--- src/design/quart_host_map.svh ---
// Offsets, field positions and reset values of the host pin logic
//
// Behaviour
// - One active-high interrupt per channel, separate-strobe mode
// - Interrupt needs enable and condition, plus gate bit unless forced
// - Sources: errors, data ready, tx empty, modem
// - Force input keeps interrupt outputs always driven
// - Force low: gate bit enables each driver
// - Force input pulled low, ignored in combined mode
// - Read strobe fall drives selected register out
// - Write strobe fall loads selected register
// - Combined mode: direction line high reads, low writes
// - Combined mode: channels merged onto low request
// - Reset pin high clears registers and outputs
// - Combined mode inverts reset pin polarity
// - Ring sense rising edge raises modem interrupt
// - Transmit output rests high during reset, idle
`ifndef QUART_HOST_MAP_SVH
`define QUART_HOST_MAP_SVH

// ----------------------------------------------------------------
// Register offsets within a channel
// ----------------------------------------------------------------
`define REG_IER        3'h1
`define REG_ISR        3'h2
`define REG_MCR        3'h4
`define REG_MSR        3'h6

// ----------------------------------------------------------------
// Field positions
// ----------------------------------------------------------------
`define IER_RX_AVAIL   0
`define IER_TX_EMPTY   1
`define IER_RX_ERROR   2
`define IER_MODEM      3
`define MCR_IRQ_GATE   3
`define MSR_RING_DELTA 2
`define MSR_RING_LEVEL 6

// ----------------------------------------------------------------
// Reset values
// ----------------------------------------------------------------
`define IER_RESET      4'h0
`define MCR_RESET      5'h00
`define DATA_RESET     8'h00

`endif

--- src/design/quart_host_pkg.sv ---
// Types shared by the host pin logic
package quart_host_pkg;
  typedef enum logic [1:0] {
    ACC_IDLE  = 2'b00,
    ACC_READ  = 2'b01,
    ACC_WRITE = 2'b10
  } access_state_t;
  typedef logic [3:0] chan_vec_t;
  typedef logic [1:0] chan_idx_t;
  typedef logic [2:0] reg_sel_t;
endpackage : quart_host_pkg

--- src/design/quart_host_pins.sv ---
// Host strobe, interrupt and reset pin logic of a four-channel UART
`timescale 1ns/100ps
`include "quart_host_map.svh"
module quart_host_pins
(
  input  wire logic                  clk_sys,             // System clock, 200 MHz
  input  wire logic                  resetn,              // Power-on reset
  input  wire logic                  reset_pin,           // Reset pin, polarity per mode
  input  wire logic                  bus_mode_sel,        // 1 separate strobes, 0 combined
  input  wire logic                  irq_force_continuous, // Force interrupts driven
  input  wire logic                  host_read_strobe_n,  // Read strobe
  input  wire logic                  host_write_strobe_n, // Write strobe or direction line
  input  wire quart_host_pkg::chan_vec_t chan_sel_n,      // Channel selects; bit 0 is CS
  input  wire logic [4:0]            addr,                // Address pins
  input  wire logic [7:0]            data_in,             // Data bus input
  output logic [7:0]                 data_out,            // Data bus output
  output logic                       data_oe,             // Data bus enable
  input  wire quart_host_pkg::chan_vec_t phone_bell_sense_n, // Ring sense pins
  input  wire quart_host_pkg::chan_vec_t rx_pin,          // Serial receive pins
  input  wire quart_host_pkg::chan_vec_t tx_core,         // Transmit data from core
  output quart_host_pkg::chan_vec_t  tx_pin,              // Serial transmit pins
  output quart_host_pkg::chan_vec_t  rx_core,             // Receive data to core
  input  wire quart_host_pkg::chan_vec_t rx_avail,        // Receive data available
  input  wire quart_host_pkg::chan_vec_t tx_empty,        // Transmit holding empty
  input  wire quart_host_pkg::chan_vec_t rx_error,        // Receiver error
  output quart_host_pkg::chan_vec_t  channel_irq_out,     // Channel interrupt level
  output quart_host_pkg::chan_vec_t  channel_irq_oe,      // Channel interrupt enable
  output logic                       irq_req_out,         // Shared request level
  output logic                       irq_req_oe           // Shared request sink enable
);
  import quart_host_pkg::*;

  // ----------------------------------------------------------------
  // Pin synchronisers
  // ----------------------------------------------------------------
  localparam int SW = 30;
  logic [SW-1:0] meta_r;
  logic [SW-1:0] sync_r;
  logic          prev_rd_r;
  logic          prev_wr_r;
  logic          prev_cs_r;
  chan_vec_t     prev_ring_r;

  always_ff @(posedge clk_sys or negedge resetn)
  begin
    if (!resetn)
    begin
      meta_r      <= 30'h3fff_ffff;
      sync_r      <= 30'h3fff_ffff;
      prev_rd_r   <= 1'b1;
      prev_wr_r   <= 1'b1;
      prev_cs_r   <= 1'b1;
      prev_ring_r <= 4'hf;
    end
    else
    begin
      meta_r      <= {host_read_strobe_n, host_write_strobe_n, chan_sel_n, addr, data_in,
                      irq_force_continuous, bus_mode_sel, reset_pin, phone_bell_sense_n,
                      rx_pin};
      sync_r      <= meta_r;
      prev_rd_r   <= sync_r[29];
      prev_wr_r   <= sync_r[28];
      prev_cs_r   <= sync_r[24];
      prev_ring_r <= sync_r[7:4];
    end
  end

  logic      s_rd;
  logic      s_wr;
  chan_vec_t s_cs_n;
  logic [4:0] s_addr;
  logic [7:0] s_data;
  logic      s_force;
  logic      s_sep;
  logic      s_rst;
  chan_vec_t s_ring_n;
  chan_vec_t s_rx;
  assign {s_rd, s_wr, s_cs_n, s_addr, s_data, s_force, s_sep, s_rst, s_ring_n, s_rx} = sync_r;

  // ----------------------------------------------------------------
  // Mode, reset and access decode
  // ----------------------------------------------------------------
  logic      pin_rst;
  logic      force_on;
  logic      rd_go;
  logic      wr_go;
  logic      released;
  chan_idx_t acc_chan;
  reg_sel_t  acc_reg;

  // Separate mode uses the lowest active select; combined mode uses A3-A4
  function automatic chan_idx_t pick_chan(input logic sep, input chan_vec_t cs_n,
                                          input logic [1:0] hi);
    chan_idx_t idx;
    idx = hi;
    if (sep)
    begin
      idx = 2'd3;
      for (int i = 3; i >= 0; i--)
        if (!cs_n[i])
          idx = 2'(i);
    end
    return idx;
  endfunction : pick_chan

  assign pin_rst  = s_sep ? s_rst : ~s_rst;
  assign force_on = s_sep & s_force;
  assign acc_chan = pick_chan(s_sep, s_cs_n, s_addr[4:3]);
  assign acc_reg  = s_addr[2:0];
  assign rd_go = s_sep ? (prev_rd_r & ~s_rd & ~(&s_cs_n))
                       : (prev_cs_r & ~s_cs_n[0] & s_wr);
  assign wr_go = s_sep ? (prev_wr_r & ~s_wr & ~(&s_cs_n))
                       : (prev_cs_r & ~s_cs_n[0] & ~s_wr);
  assign released = s_sep ? (s_rd & s_wr) : s_cs_n[0];

  // ----------------------------------------------------------------
  // Per-channel registers
  // ----------------------------------------------------------------
  access_state_t state_r;
  access_state_t state_nxt;
  logic [3:0] ier_r [4];
  logic [4:0] mcr_r [4];
  chan_vec_t  dring_r;
  chan_vec_t  pend;
  chan_vec_t  gate;
  chan_vec_t  ring_rise;
  logic [7:0] rd_val [4];
  logic       wr_hit;
  logic       rd_hit;

  assign wr_hit    = (state_r == ACC_IDLE) & wr_go & ~pin_rst;
  assign rd_hit    = (state_r == ACC_IDLE) & rd_go & ~pin_rst;
  assign ring_rise = s_ring_n & ~prev_ring_r;

  for (genvar c = 0; c < 4; c++)
  begin : g_chan
    logic [3:0] ier_nxt;
    logic [4:0] mcr_nxt;
    logic       dring_nxt;
    logic       sel;

    assign sel = (acc_chan == 2'(c));

    always_comb
    begin
      ier_nxt   = ier_r[c];
      mcr_nxt   = mcr_r[c];
      dring_nxt = dring_r[c] | ring_rise[c];
      if (rd_hit && sel && acc_reg == `REG_MSR)
        dring_nxt = ring_rise[c];
      if (wr_hit && sel && acc_reg == `REG_IER)
        ier_nxt = s_data[3:0];
      if (wr_hit && sel && acc_reg == `REG_MCR)
        mcr_nxt = s_data[4:0];
      if (pin_rst)
      begin
        ier_nxt   = `IER_RESET;
        mcr_nxt   = `MCR_RESET;
        dring_nxt = 1'b0;
      end
    end

    always_ff @(posedge clk_sys or negedge resetn)
    begin
      if (!resetn)
      begin
        ier_r[c]   <= `IER_RESET;
        mcr_r[c]   <= `MCR_RESET;
        dring_r[c] <= 1'b0;
      end
      else
      begin
        ier_r[c]   <= ier_nxt;
        mcr_r[c]   <= mcr_nxt;
        dring_r[c] <= dring_nxt;
      end
    end

    assign pend[c] = (ier_r[c][`IER_RX_AVAIL] & rx_avail[c])
                   | (ier_r[c][`IER_TX_EMPTY] & tx_empty[c])
                   | (ier_r[c][`IER_RX_ERROR] & rx_error[c])
                   | (ier_r[c][`IER_MODEM] & dring_r[c]);
    assign gate[c] = force_on | mcr_r[c][`MCR_IRQ_GATE];

    always_comb
    begin
      rd_val[c] = 8'h00;
      case (acc_reg)
        `REG_IER: rd_val[c] = {4'h0, ier_r[c]};
        `REG_ISR: rd_val[c] = {4'h0, rx_error[c], dring_r[c], tx_empty[c], rx_avail[c]};
        `REG_MCR: rd_val[c] = {3'h0, mcr_r[c]};
        `REG_MSR:
        begin
          rd_val[c][`MSR_RING_LEVEL] = ~s_ring_n[c];
          rd_val[c][`MSR_RING_DELTA] = dring_r[c];
        end
        default:  rd_val[c] = 8'h00;
      endcase
    end
  end

  // ----------------------------------------------------------------
  // Access sequencer and pin outputs
  // ----------------------------------------------------------------
  logic [7:0] data_out_nxt;
  logic       data_oe_nxt;
  chan_vec_t  irq_nxt;
  chan_vec_t  irq_oe_nxt;
  logic       req_oe_nxt;
  chan_vec_t  tx_nxt;
  chan_vec_t  rx_nxt;

  always_comb
  begin
    state_nxt    = state_r;
    data_out_nxt = data_out;
    data_oe_nxt  = data_oe;
    case (state_r)
      ACC_IDLE:
      begin
        if (rd_hit)
        begin
          state_nxt    = ACC_READ;
          data_out_nxt = rd_val[acc_chan];
          data_oe_nxt  = 1'b1;
        end
        else if (wr_hit)
          state_nxt = ACC_WRITE;
      end
      ACC_READ, ACC_WRITE:
      begin
        // Hold until the strobe goes away so one edge is one access
        if (released)
        begin
          state_nxt   = ACC_IDLE;
          data_oe_nxt = 1'b0;
        end
      end
      default:
      begin
        state_nxt   = ACC_IDLE;
        data_oe_nxt = 1'b0;
      end
    endcase
    if (pin_rst)
    begin
      state_nxt    = ACC_IDLE;
      data_out_nxt = `DATA_RESET;
      data_oe_nxt  = 1'b0;
    end
    irq_nxt    = s_sep ? (pend & gate) : 4'h0;
    irq_oe_nxt = s_sep ? (force_on ? 4'hf : gate) : 4'h0;
    req_oe_nxt = ~s_sep & (|pend);
    tx_nxt     = tx_core;
    rx_nxt     = s_rx;
    if (pin_rst)
    begin
      irq_nxt    = 4'h0;
      irq_oe_nxt = 4'h0;
      req_oe_nxt = 1'b0;
      tx_nxt     = 4'hf;
      rx_nxt     = 4'hf;
    end
  end

  always_ff @(posedge clk_sys or negedge resetn)
  begin
    if (!resetn)
    begin
      state_r         <= ACC_IDLE;
      data_out        <= `DATA_RESET;
      data_oe         <= 1'b0;
      channel_irq_out <= 4'h0;
      channel_irq_oe  <= 4'h0;
      irq_req_out     <= 1'b0;
      irq_req_oe      <= 1'b0;
      tx_pin          <= 4'hf;
      rx_core         <= 4'hf;
    end
    else
    begin
      state_r         <= state_nxt;
      data_out        <= data_out_nxt;
      data_oe         <= data_oe_nxt;
      channel_irq_out <= irq_nxt;
      channel_irq_oe  <= irq_oe_nxt;
      irq_req_out     <= 1'b0;
      irq_req_oe      <= req_oe_nxt;
      tx_pin          <= tx_nxt;
      rx_core         <= rx_nxt;
    end
  end
endmodule : quart_host_pins

--- config.mk ---
export PLATFORM = sky130hd
export DESIGN_NAME = quart_host_pins
export DESIGN_NICKNAME = d
export VERILOG_FILES = /design/src/design/quart_host_pkg.sv /design/src/design/quart_host_pins.sv
export VERILOG_INCLUDE_DIRS = /design/src /design/src/design
export SDC_FILE = /design/constraint.sdc
export NUM_CORES = 1
export LEC_CHECK = 0
export ABC_AREA = 1
export BUFFER_PORTS_ARGS = -buffer_cell sky130_fd_sc_hd__buf_2
export CORE_MARGIN = 2
export CORE_UTILIZATION = 57
export DETAILED_ROUTE_END_ITERATION = 16
export HOLD_SLACK_MARGIN = 0.03
export PLACE_DENSITY_LB_ADDON = 0.12
export SYNTH_ARGS = -nofsm -noshare
export SYNTH_HDL_FRONTEND = slang
export SYNTH_SLANG_ARGS = --single-unit
--- constraint.sdc ---
create_clock -name clk_sys -period 1.85 [get_ports clk_sys]
set_input_delay 0.2775 -clock clk_sys [delete_from_list [all_inputs] [get_ports clk_sys]]
set_output_delay 0.2775 -clock clk_sys [all_outputs]
set_load 0.005 [all_outputs]
==> results.md, run 1 <==
- Placer Congestion: 0.899
- Worst path depth: 8
- Clk pin slew, worst setup/hold paths: 0.06 ns
- Area contributors post-synth: dfstp_2 34%, dfrtp_1 28%, nand2_1 13%
- Clock Tree Buf Depth: 2
- Final hold violation count: 0
- Hpwl dp: 7.76 mm
- CP Cell Sequence: buf_6, o21ai_0, nor2_1, nand2_1, nand2_1, inv_1, nand2_1, o21ai_0
- Post-synthesis cell type with the largest combined area: dfstp_2
- CTS H-tree lvls: 4
- Syn Area/Cell: 9.91 µm²
- Critical path arrival: 2.14 ns
- Worst reg2reg path depth: 8
- Status: finished, final reports clean
- Synth Cell Area: 5260 µm²
- Peak supply drop: 0.673 mV
- Synthesized netlist cell count: 531
- CP bufs+invs: 2
- Achievable frequency: 570 MHz
- Family with the most delay on the worst path: flip-flops
- Max incr delay on CP: 0.61 ns
- P_leak: 3.39 nW
- Register area share after synthesis: 62.1%
- Pins Over Slew Limit: 0
- Worst reg2reg path startpoint: sync_r[9]
- Post-detailed-route count of antenna-violating nets: 0
- Critical path endpoint category: register
- Final worst path period need: 1.75 ns
- WP data required: 2.23 ns
- Floorplan Core Area: 9110 µm²
- IO Count: 75
- Cell count after placement: 716
- CTS tree: built
- Effective utilization at floorplan: 57.7%
- RSZ-0062 raised after global routing: yes
- Pre-antenna DRT Iters: 5
- N_diodes: 0
- Yosys cell types: 32
- IO buf count: 68
- # fillers: 612
- Vias per inst: 5.16
- DIE AREA: 10,000 µm²
- Die width: 100 µm
- CP Class: reg2reg
- Max Cap Violations: 0
- Share of cells above drive strength 1: 35.6%
- Initial antenna violation count: 0
- Most frequent cells in the layout: 188 x nand2_1, 69 x dfstp_2, 67 x buf_2
- Clk Tree Root Cell: clkbuf_8
- Power Density: 1060 nW/µm²
- Design area: 6860 µm²
- Setup crit end: data_out[6]
- Yosys top cell area share: 34.5%
- Num CTS Buffers: 17
- # nets final: 708
- Vias post-DR: 4,040
- Tcrit/Tclk final: 94.9%
- Critical path fanouts, max: 7
- Placed instance area: 5900 µm²
- Overflow after GRT: 0
- HP Class: in2reg
- #FFs+latches synth: 127
- Worst R2R End: data_out[6]
- 1st-iter DRT viols: 249
- Rows: 35
- Setup-failing EPs final: 0
- Syn. warnings: 0
- Final cell count without fillers: 783
- First-pass GRT wire length: 19.5 mm
- FF-to-FF setup slack: 0.1 ns
- CTS sink count: 127
- Vias in the first global route: 3,976
- Clk_skew: 0.0116 ns
- Setup TNS: 0 ns
- DR WL/cell: 15.2 µm
- All-layer global routing usage: 25.6%
- CP Launch Type: register
- Crit path launch: sync_r[9]
- Slowest library cell on the worst path: dfstp_2
- Commonest non-fill, non-tap cell in the layout: nand2_1
- DRC Markers: 0
- Routed WL: 11.9 mm
- Most frequent CP cell: nand2_1
- Largest net degree at the start of global routing: 53
- Syn-to-layout area delta: 30.4%
- Clk_lat worst skew: 0.51 ns
- Die H: 100 µm
[cells by family after synthesis]
logic type	Yosys count	share of synthesized area [%]
and+or+nand+nor	312	28.2
adders and majority gates	1	0.238
other	1	0.0713
AOI/OAI and AO/OA	35	4.59
DFF	127	62.1
buffers and inverters	55	4.80
[power by group]
group / internal (W) / switching (W)
clock: 0.00199 / 0.00123
combinational: 0.000366 / 0.000519
sequential: 0.00306 / 0.000127
[timing repair]
action,4_1_cts,5_1_grt
resized for setup,0,6
hold endpoints to repair,38,0
hold buffers,32,0
buffers inserted,0,3
setup endpoints to repair,0,34
[per-layer routing]
metal  track usage [%]  share of wire [%]  vias up  wire length, µm
met5                 0                  0        -                0
met4              7.38                1.3        0              155
met3              6.96                5.4       19              642
met2              42.0                 51      127             6130
met1              34.0                 42     1945             4980
li1                  -                  -     1949                -
[area by class of cell]
| type | instances | area, µm² | share of cell area (%) |
|---|---|---|---|
| clock inverters | 13 | 136 | 1.99 |
| repair buffers | 123 | 952 | 13.9 |
| inverters | 39 | 146 | 2.13 |
| multi-input cells | 351 | 1780 | 25.9 |
| well taps | 111 | 139 | 2.03 |
| flip-flops and latches | 127 | 3260 | 47.6 |
| clock buffers | 19 | 442 | 6.44 |
[tightest hold or removal path, stage by stage]
cell	delay (ns)
buf_2	0.09
a22o_1	0.12
nor2_1	0.06
nor3_1	0.12
[Yosys cell counts, drive strengths merged]
cell type,instances
nand2,199
dfstp,69
dfrtp,58
nand3,58
inv,39
nor2,30
buf,12
o21ai,12
or2,12
a21oi,11
nand4,10
clkbuf,4
o21bai,4
a211oi,3
nor3,3
a221oi,2
a22o,2
conb,1
ha,1
o2111ai,1
[per-stage QoR]
stage          utilization (%)  hold WS (ns)  power, W  worst slack (ns)
2_1_floorplan                -       -0.0181   0.00367             0.178
3_3_place_gp              64.7         0.267   0.00399             0.107
3_5_place_dp              64.7         0.277   0.00402            0.0754
4_1_cts                   74.6         0.197   0.00731            0.0331
5_1_grt                   75.3         0.221   0.00760           -0.0850
6_report                  75.3         0.211   0.00728            0.0950
[state kept, by name, indices dropped and copies added (netlist names), 2 cells and up]
name and count:
data_out 6, sync_r 27, mcr_r 20, rx_core 4
state_r 2, ier_r 16, channel_irq_out 4, tx_pin 4
meta_r 27, dring_r 4, channel_irq_oe 4, prev_ring_r 4
[worst min path at each step]
stage / from / end / cells after the start
3_3_place_gp: resetn / state_r[1] / 1
3_5_place_dp: resetn / state_r[1] / 1
6_report: rx_avail[2] / channel_irq_out[2] / 4
4_1_cts: rx_avail[2] / channel_irq_out[2] / 4
5_1_grt: rx_avail[2] / channel_irq_out[2] / 4
2_1_floorplan: resetn / channel_irq_oe[0] / 0
Power figures use the tool's default switching activity.
==> inputs of run 2 (changes only) <==
CORE_UTILIZATION = 51   (was 57)
clock period = 1.6 ns   (was 1.85 ns; I/O delays follow)
==> run 2 against run 1 <==
  * The run now ends with setup timing left
  * First-iteration DRC count increased by 23%
  * Worst setup slack got worse by 0.24 ns
  * Final cell count is 7.4% higher
  * Sequential cell count stayed put
  * Clock skew fell by 0.0031 ns
  * Global-route usage fell by 0.73 points
  * Critical path depth up 2
  * Count of clock-buffer cells in the layout increased by 5
  * Wire length increased by 12%
  * Via count rose by 6.2%
  * Non-clock buffer count up 33
  * Design area up 9.0%
==> results.md, run 2 (synthesis results as in run 1) <==
- Status: complete, but fails checks
- Failing checks: setup timing
- DR WL/cell: 15.9 µm
- Final worst path period need: 1.75 ns
- DRC Markers: 0
- Num CTS Buffers: 17
- FF-to-FF setup slack: -0.15 ns
- Most frequent cells in the layout: 169 x nand2_1, 69 x dfstp_2, 67 x buf_2
- Routed WL: 13.4 mm
- Peak supply drop: 0.898 mV
- Met3 wire len: 754 µm
- Worst reg2reg path depth: 10
- Pins Over Slew Limit: 0
- Metal-1 WL: 5.66 mm
- Vias post-DR: 4,290
- Largest net degree at the start of global routing: 48
- Biggest regs: meta_r: 27 flops, sync_r: 27 flops, mcr_r: 20 flops
- Max Cap Violations: 0
- WP data required: 2.08 ns
- Vias in the first global route: 4,284
- Final hold violation count: 0
- Die H: 106 µm
- IO Count: 75
- Hpwl dp: 8.41 mm
- Post-detailed-route count of antenna-violating nets: 0
- Critical path endpoint category: register
- CP Launch Type: register
- Vias per inst: 5.10
- Power Density: 1190 nW/µm²
- Final core occ: 73.4%
- Overflow after GRT: 0
- WHS Endpoint: channel_irq_out[1]
- Placer Congestion: 0.900
- Crit path launch: sync_r[9]
- Initial antenna violation count: 0
- Clock Tree Buf Depth: 2
- CTS tree: built
- Die width: 106 µm
- Rows: 37
- CTS sink count: 127
- N_diodes: 0
- DIE AREA: 11,100 µm²
- Syn-to-layout area delta: 42.1%
- Clk_lat worst skew: 0.54 ns
- Uppermost layer routed: met4
- All-layer global routing usage: 24.9%
- IO buf count: 68
- CTS H-tree lvls: 4
- Final hold slack: 0.156 ns
- Worst reg2reg path startpoint: sync_r[9]
- Setup-failing EPs final: 56
- 1st-iter DRT viols: 306
- CP Class: reg2reg
- Tcrit/Tclk final: 109%
- Clk pin slew, worst setup/hold paths: 0.06 ns
- Commonest non-fill, non-tap cell in the layout: nand2_1
- RSZ-0062 raised after global routing: yes
- Clk Tree Root Cell: clkbuf_8
- Effective utilization at floorplan: 51.6%
- HP Class: in2reg
- Critical path fanouts, max: 8
- Critical path arrival: 2.22 ns
- Final cell count without fillers: 841
- Cell count after placement: 759
- Total power: 0.00893 W
- Floorplan Core Area: 10,200 µm²
- Post-route setup slack: -0.146 ns
- P_leak: 3.63 nW
- First-pass GRT wire length: 21.0 mm
- Hold wc startpoint: tx_empty[1]
- # nets final: 741
- Share of cells above drive strength 1: 44.8%
- Worst R2R End: mcr_r[5]
- Hold depth: 5
- Achievable frequency: 573 MHz
- Routed wl met2: 6.56 mm
- Pre-antenna DRT Iters: 5
- Clk_skew: 0.00845 ns
==> run 2: cell types whose count changed in the layout (fill, tap and decap cells not counted), moves of 3 or more <==
cell       change
buf_4         +15
clkbuf_16      +4
o21ai_0        -6
buf_6         +17
inv_2          +7
nor2_1         -9
inv_4          +3
nor2_4         +7
nand2_2       +13
nand2_1       -19
inv_1         -10
o21ai_1        +4
nand2_4        +6
==> run 2: per-stage QoR <==
step,TNS (ns),area (µm²),setup WS [ns]
finish,-4.89,7470,-0.146
global route,-9.41,7470,-0.227
CTS,-1.19,7170,-0.0620
detailed placement,-6.21,6070,-0.180
global placement,-5.25,6070,-0.155
floorplan,-1.69,5270,-0.0637
==> run 2: layout make-up <==
class                   instances  area [µm²]
clock inverters                 8         100
repair buffers                156        1290
flip-flops and latches        127        3260
fillers                       675        2710
clock buffers                  24         513
multi-input cells             351        1990
inverters                      39         154
well taps                     136         170
==> run 2: critical path, stage by stage (launching register included) <==
cell     delay (ns)
dfstp_2        0.40
buf_6          0.13
buf_6          0.11
o21ai_4        0.27
inv_2          0.08
nor2_4         0.14
buf_12         0.14
nand4_4        0.15
nand2_4        0.12
nand2_1        0.06
nand2_1        0.07
==> run 2: worst max path at each step <==
stage	endpoint	slack, ns	cells after the start
6_report	mcr_r[5]	-0.15	10
5_1_grt	mcr_r[18]	-0.23	9
3_3_place_gp	ier_r[9]	-0.16	6
3_5_place_dp	mcr_r[17]	-0.18	8
4_1_cts	data_out[0]	-0.06	10
2_1_floorplan	mcr_r[10]	-0.06	10
==> run 2: per-layer routing <==
| layer | global-route usage (%) | vias to the layer above |
|---|---|---|
| met5 | 0 | - |
| li1 | - | 2016 |
| met3 | 6.31 | 41 |
| met1 | 32.1 | 2074 |
| met4 | 10.8 | 0 |
| met2 | 40.1 | 159 |
==> run 2: where the power goes <==
group          switching (W)  internal, W  total (W)
Combinational       0.000726     0.000584    0.00131
Clock                0.00140      0.00252    0.00392
Sequential          0.000162      0.00354    0.00370
==> run 2: what timing repair did <==
action | CTS | global route
buffers inserted | 7 | 8
gates resized for setup | 34 | 62
pin swaps | 12 | 51
gates cloned | 0 | 3
hold buffers | 32 | 0
endpoints found under the hold margin | 100 | 0
setup endpoints to repair | 49 | 60
==> inputs of run 3 (changes only) <==
CORE_UTILIZATION = 57   (was 51)
clock period = 1.7 ns   (was 1.6 ns; I/O delays follow)
==> run 3 against run 2 <==
  * The run still ends with setup timing left
  * Global-route usage increased by 1.4 points
  * Hold slack got worse by 0.025 ns
  * Count of clock-buffer cells in the layout decreased by 4
  * Critical path depth decreased by 5
  * Non-clock buffer count decreased by 24
  * Register-to-register slack improved by 0.08 ns
  * Worst setup slack improved by 0.085 ns
  * Die area decreased by 10%
  * Utilization increased by 3.9 points
  * Critical path type unchanged
==> results.md, run 3 (synthesis results as in run 1) <==
- Status: complete, but fails checks
- Failing checks: setup timing
- Pins Over Slew Limit: 0
- Largest net degree at the start of global routing: 49
- Routed WL: 12.2 mm
- Final hold slack: 0.131 ns
- Worst R2R End: dring_r[3]
- HP Class: in2async
- Pre-antenna DRT Iters: 5
- Syn-to-layout area delta: 33.8%
- Post-detailed-route count of antenna-violating nets: 0
- Floorplan Core Area: 9110 µm²
- Most Used Layer, Global Route: met2
- All-layer global routing usage: 26.3%
- Vias in the first global route: 4,153
- CP Launch Type: register
- RSZ-0062 raised after global routing: yes
- CTS tree: built
- Overflow after GRT: 0
- Clock Tree Buf Depth: 2
- Tcrit/Tclk final: 104%
- # nets final: 717
- Worst reg2reg path startpoint: sync_r[9]
- Final worst path period need: 1.76 ns
- Post-route setup slack: -0.0613 ns
- Die width: 100 µm
- Post-place setup slack: -0.0161 ns
- Clk_skew: 0.00709 ns
- WP data required: 2.11 ns
- Met3 usage: 6.48%
- Die H: 100 µm
- Clk pin slew, worst setup/hold paths: 0.06 ns
- Max Cap Violations: 0
- Critical path fanouts, max: 7
- Vias post-DR: 4,110
- Peak supply drop: 0.631 mV
- Hpwl dp: 7.89 mm
- Clk Tree Root Cell: clkbuf_8
- N_diodes: 0
- First-pass GRT wire length: 19.9 mm
- Worst reg2reg path depth: 5
- CTS sink count: 127
- Biggest regs: meta_r: 27 flops, sync_r: 27 flops, mcr_r: 20 flops
- Share of cells above drive strength 1: 38.0%
- Critical path arrival: 2.17 ns
- Met2 Usage GRT: 44.1%
- DIE AREA: 10,000 µm²
- Setup-failing EPs final: 20
- Effective utilization at floorplan: 57.7%
- DRC Markers: 0
- Num CTS Buffers: 17
- P_leak: 3.46 nW
- IO Count: 75
- FF-to-FF setup slack: -0.06 ns
- Most frequent cells in the layout: 185 x nand2_1, 69 x dfstp_2, 67 x buf_2
- # fillers: 581
- Initial antenna violation count: 0
- Critical path endpoint category: register
- Achievable frequency: 568 MHz
- CTS H-tree lvls: 4
- Power Density: 1150 nW/µm²
- Final cell count without fillers: 792
- IO buf count: 68
- Placer Congestion: 0.939
- DR WL/cell: 15.5 µm
- 1st-iter DRT viols: 247
- Vias per inst: 5.19
- Rows: 35
- Final hold violation count: 0
- Clk_lat worst skew: 0.52 ns
- Met1 Use GR: 33.7%
- Cell count after placement: 724
- Commonest non-fill, non-tap cell in the layout: nand2_1
- CP Class: reg2reg
- Crit path launch: sync_r[9]
==> run 3: cell type report <==
cell class	instances	area (µm²)	area share (%)
Clock inverter	12	119	1.69
Sequential cell	127	3260	46.4
Clock buffer	20	478	6.79
Tap cell	111	139	1.97
Timing Repair Buffer	132	1050	14.9
Inverter	39	146	2.08
Multi-Input combinational cell	351	1840	26.2
==> run 3: metrics by stage <==
| step | util [%] | instance area, µm² | setup TNS (ns) | power [W] |
|---|---|---|---|---|
| global placement | 65.5 | 5970 | -0.00613 | 0.00437 |
| finish | 77.3 | 7040 | -0.309 | 0.00809 |
| CTS | 75.9 | 6910 | -0.0808 | 0.00808 |
| global route | 77.3 | 7040 | -4.84 | 0.00842 |
| detailed placement | 65.5 | 5970 | -0.0161 | 0.00441 |
| floorplan | - | 5270 | 0 | 0.00400 |
==> run 3: routing by layer <==
| metal | share of wire, % | wire length, µm | vias to the layer above |
|---|---|---|---|
| met5 | 0 | 0 | - |
| met4 | 0.93 | 114 | 0 |
| met3 | 4.6 | 564 | 13 |
| met2 | 51 | 6210 | 122 |
| met1 | 44 | 5360 | 2001 |
| li1 | - | - | 1974 |
==> run 3: worst max-delay path by stage <==
stage                       end  slack (ns)
finish               dring_r[3]       -0.06
global placement    data_out[3]      -0.006
global route         dring_r[3]       -0.14
CTS                    mcr_r[6]       -0.02
detailed placement  data_out[3]       -0.02
floorplan              mcr_r[0]        0.03
==> run 3: what timing repair did <==
| action | in CTS | in global routing |
|---|---|---|
| hold endpoints to repair | 99 | 0 |
| resized for setup | 8 | 23 |
| pin swaps | 4 | 19 |
| endpoints found under the setup margin | 17 | 50 |
| buffers inserted | 0 | 3 |
| gates cloned | 0 | 1 |
| hold buffers | 32 | 0 |
==> run 3: power by group <==
group	internal (W)	switching [W]	total [W]
registers	0.00333	0.000142	0.00347
clock network	0.00218	0.00140	0.00358
logic	0.000438	0.000600	0.00104
total	0.00595	0.00214	0.00809
==> run 3: worst max-delay path, stage by stage (launching register included) <==
cell and delay (ns):
dfstp_2 0.61, nor2_1 0.10, nor2_4 0.26, nand4_1 0.30
o21bai_1 0.27, a21oi_1 0.10
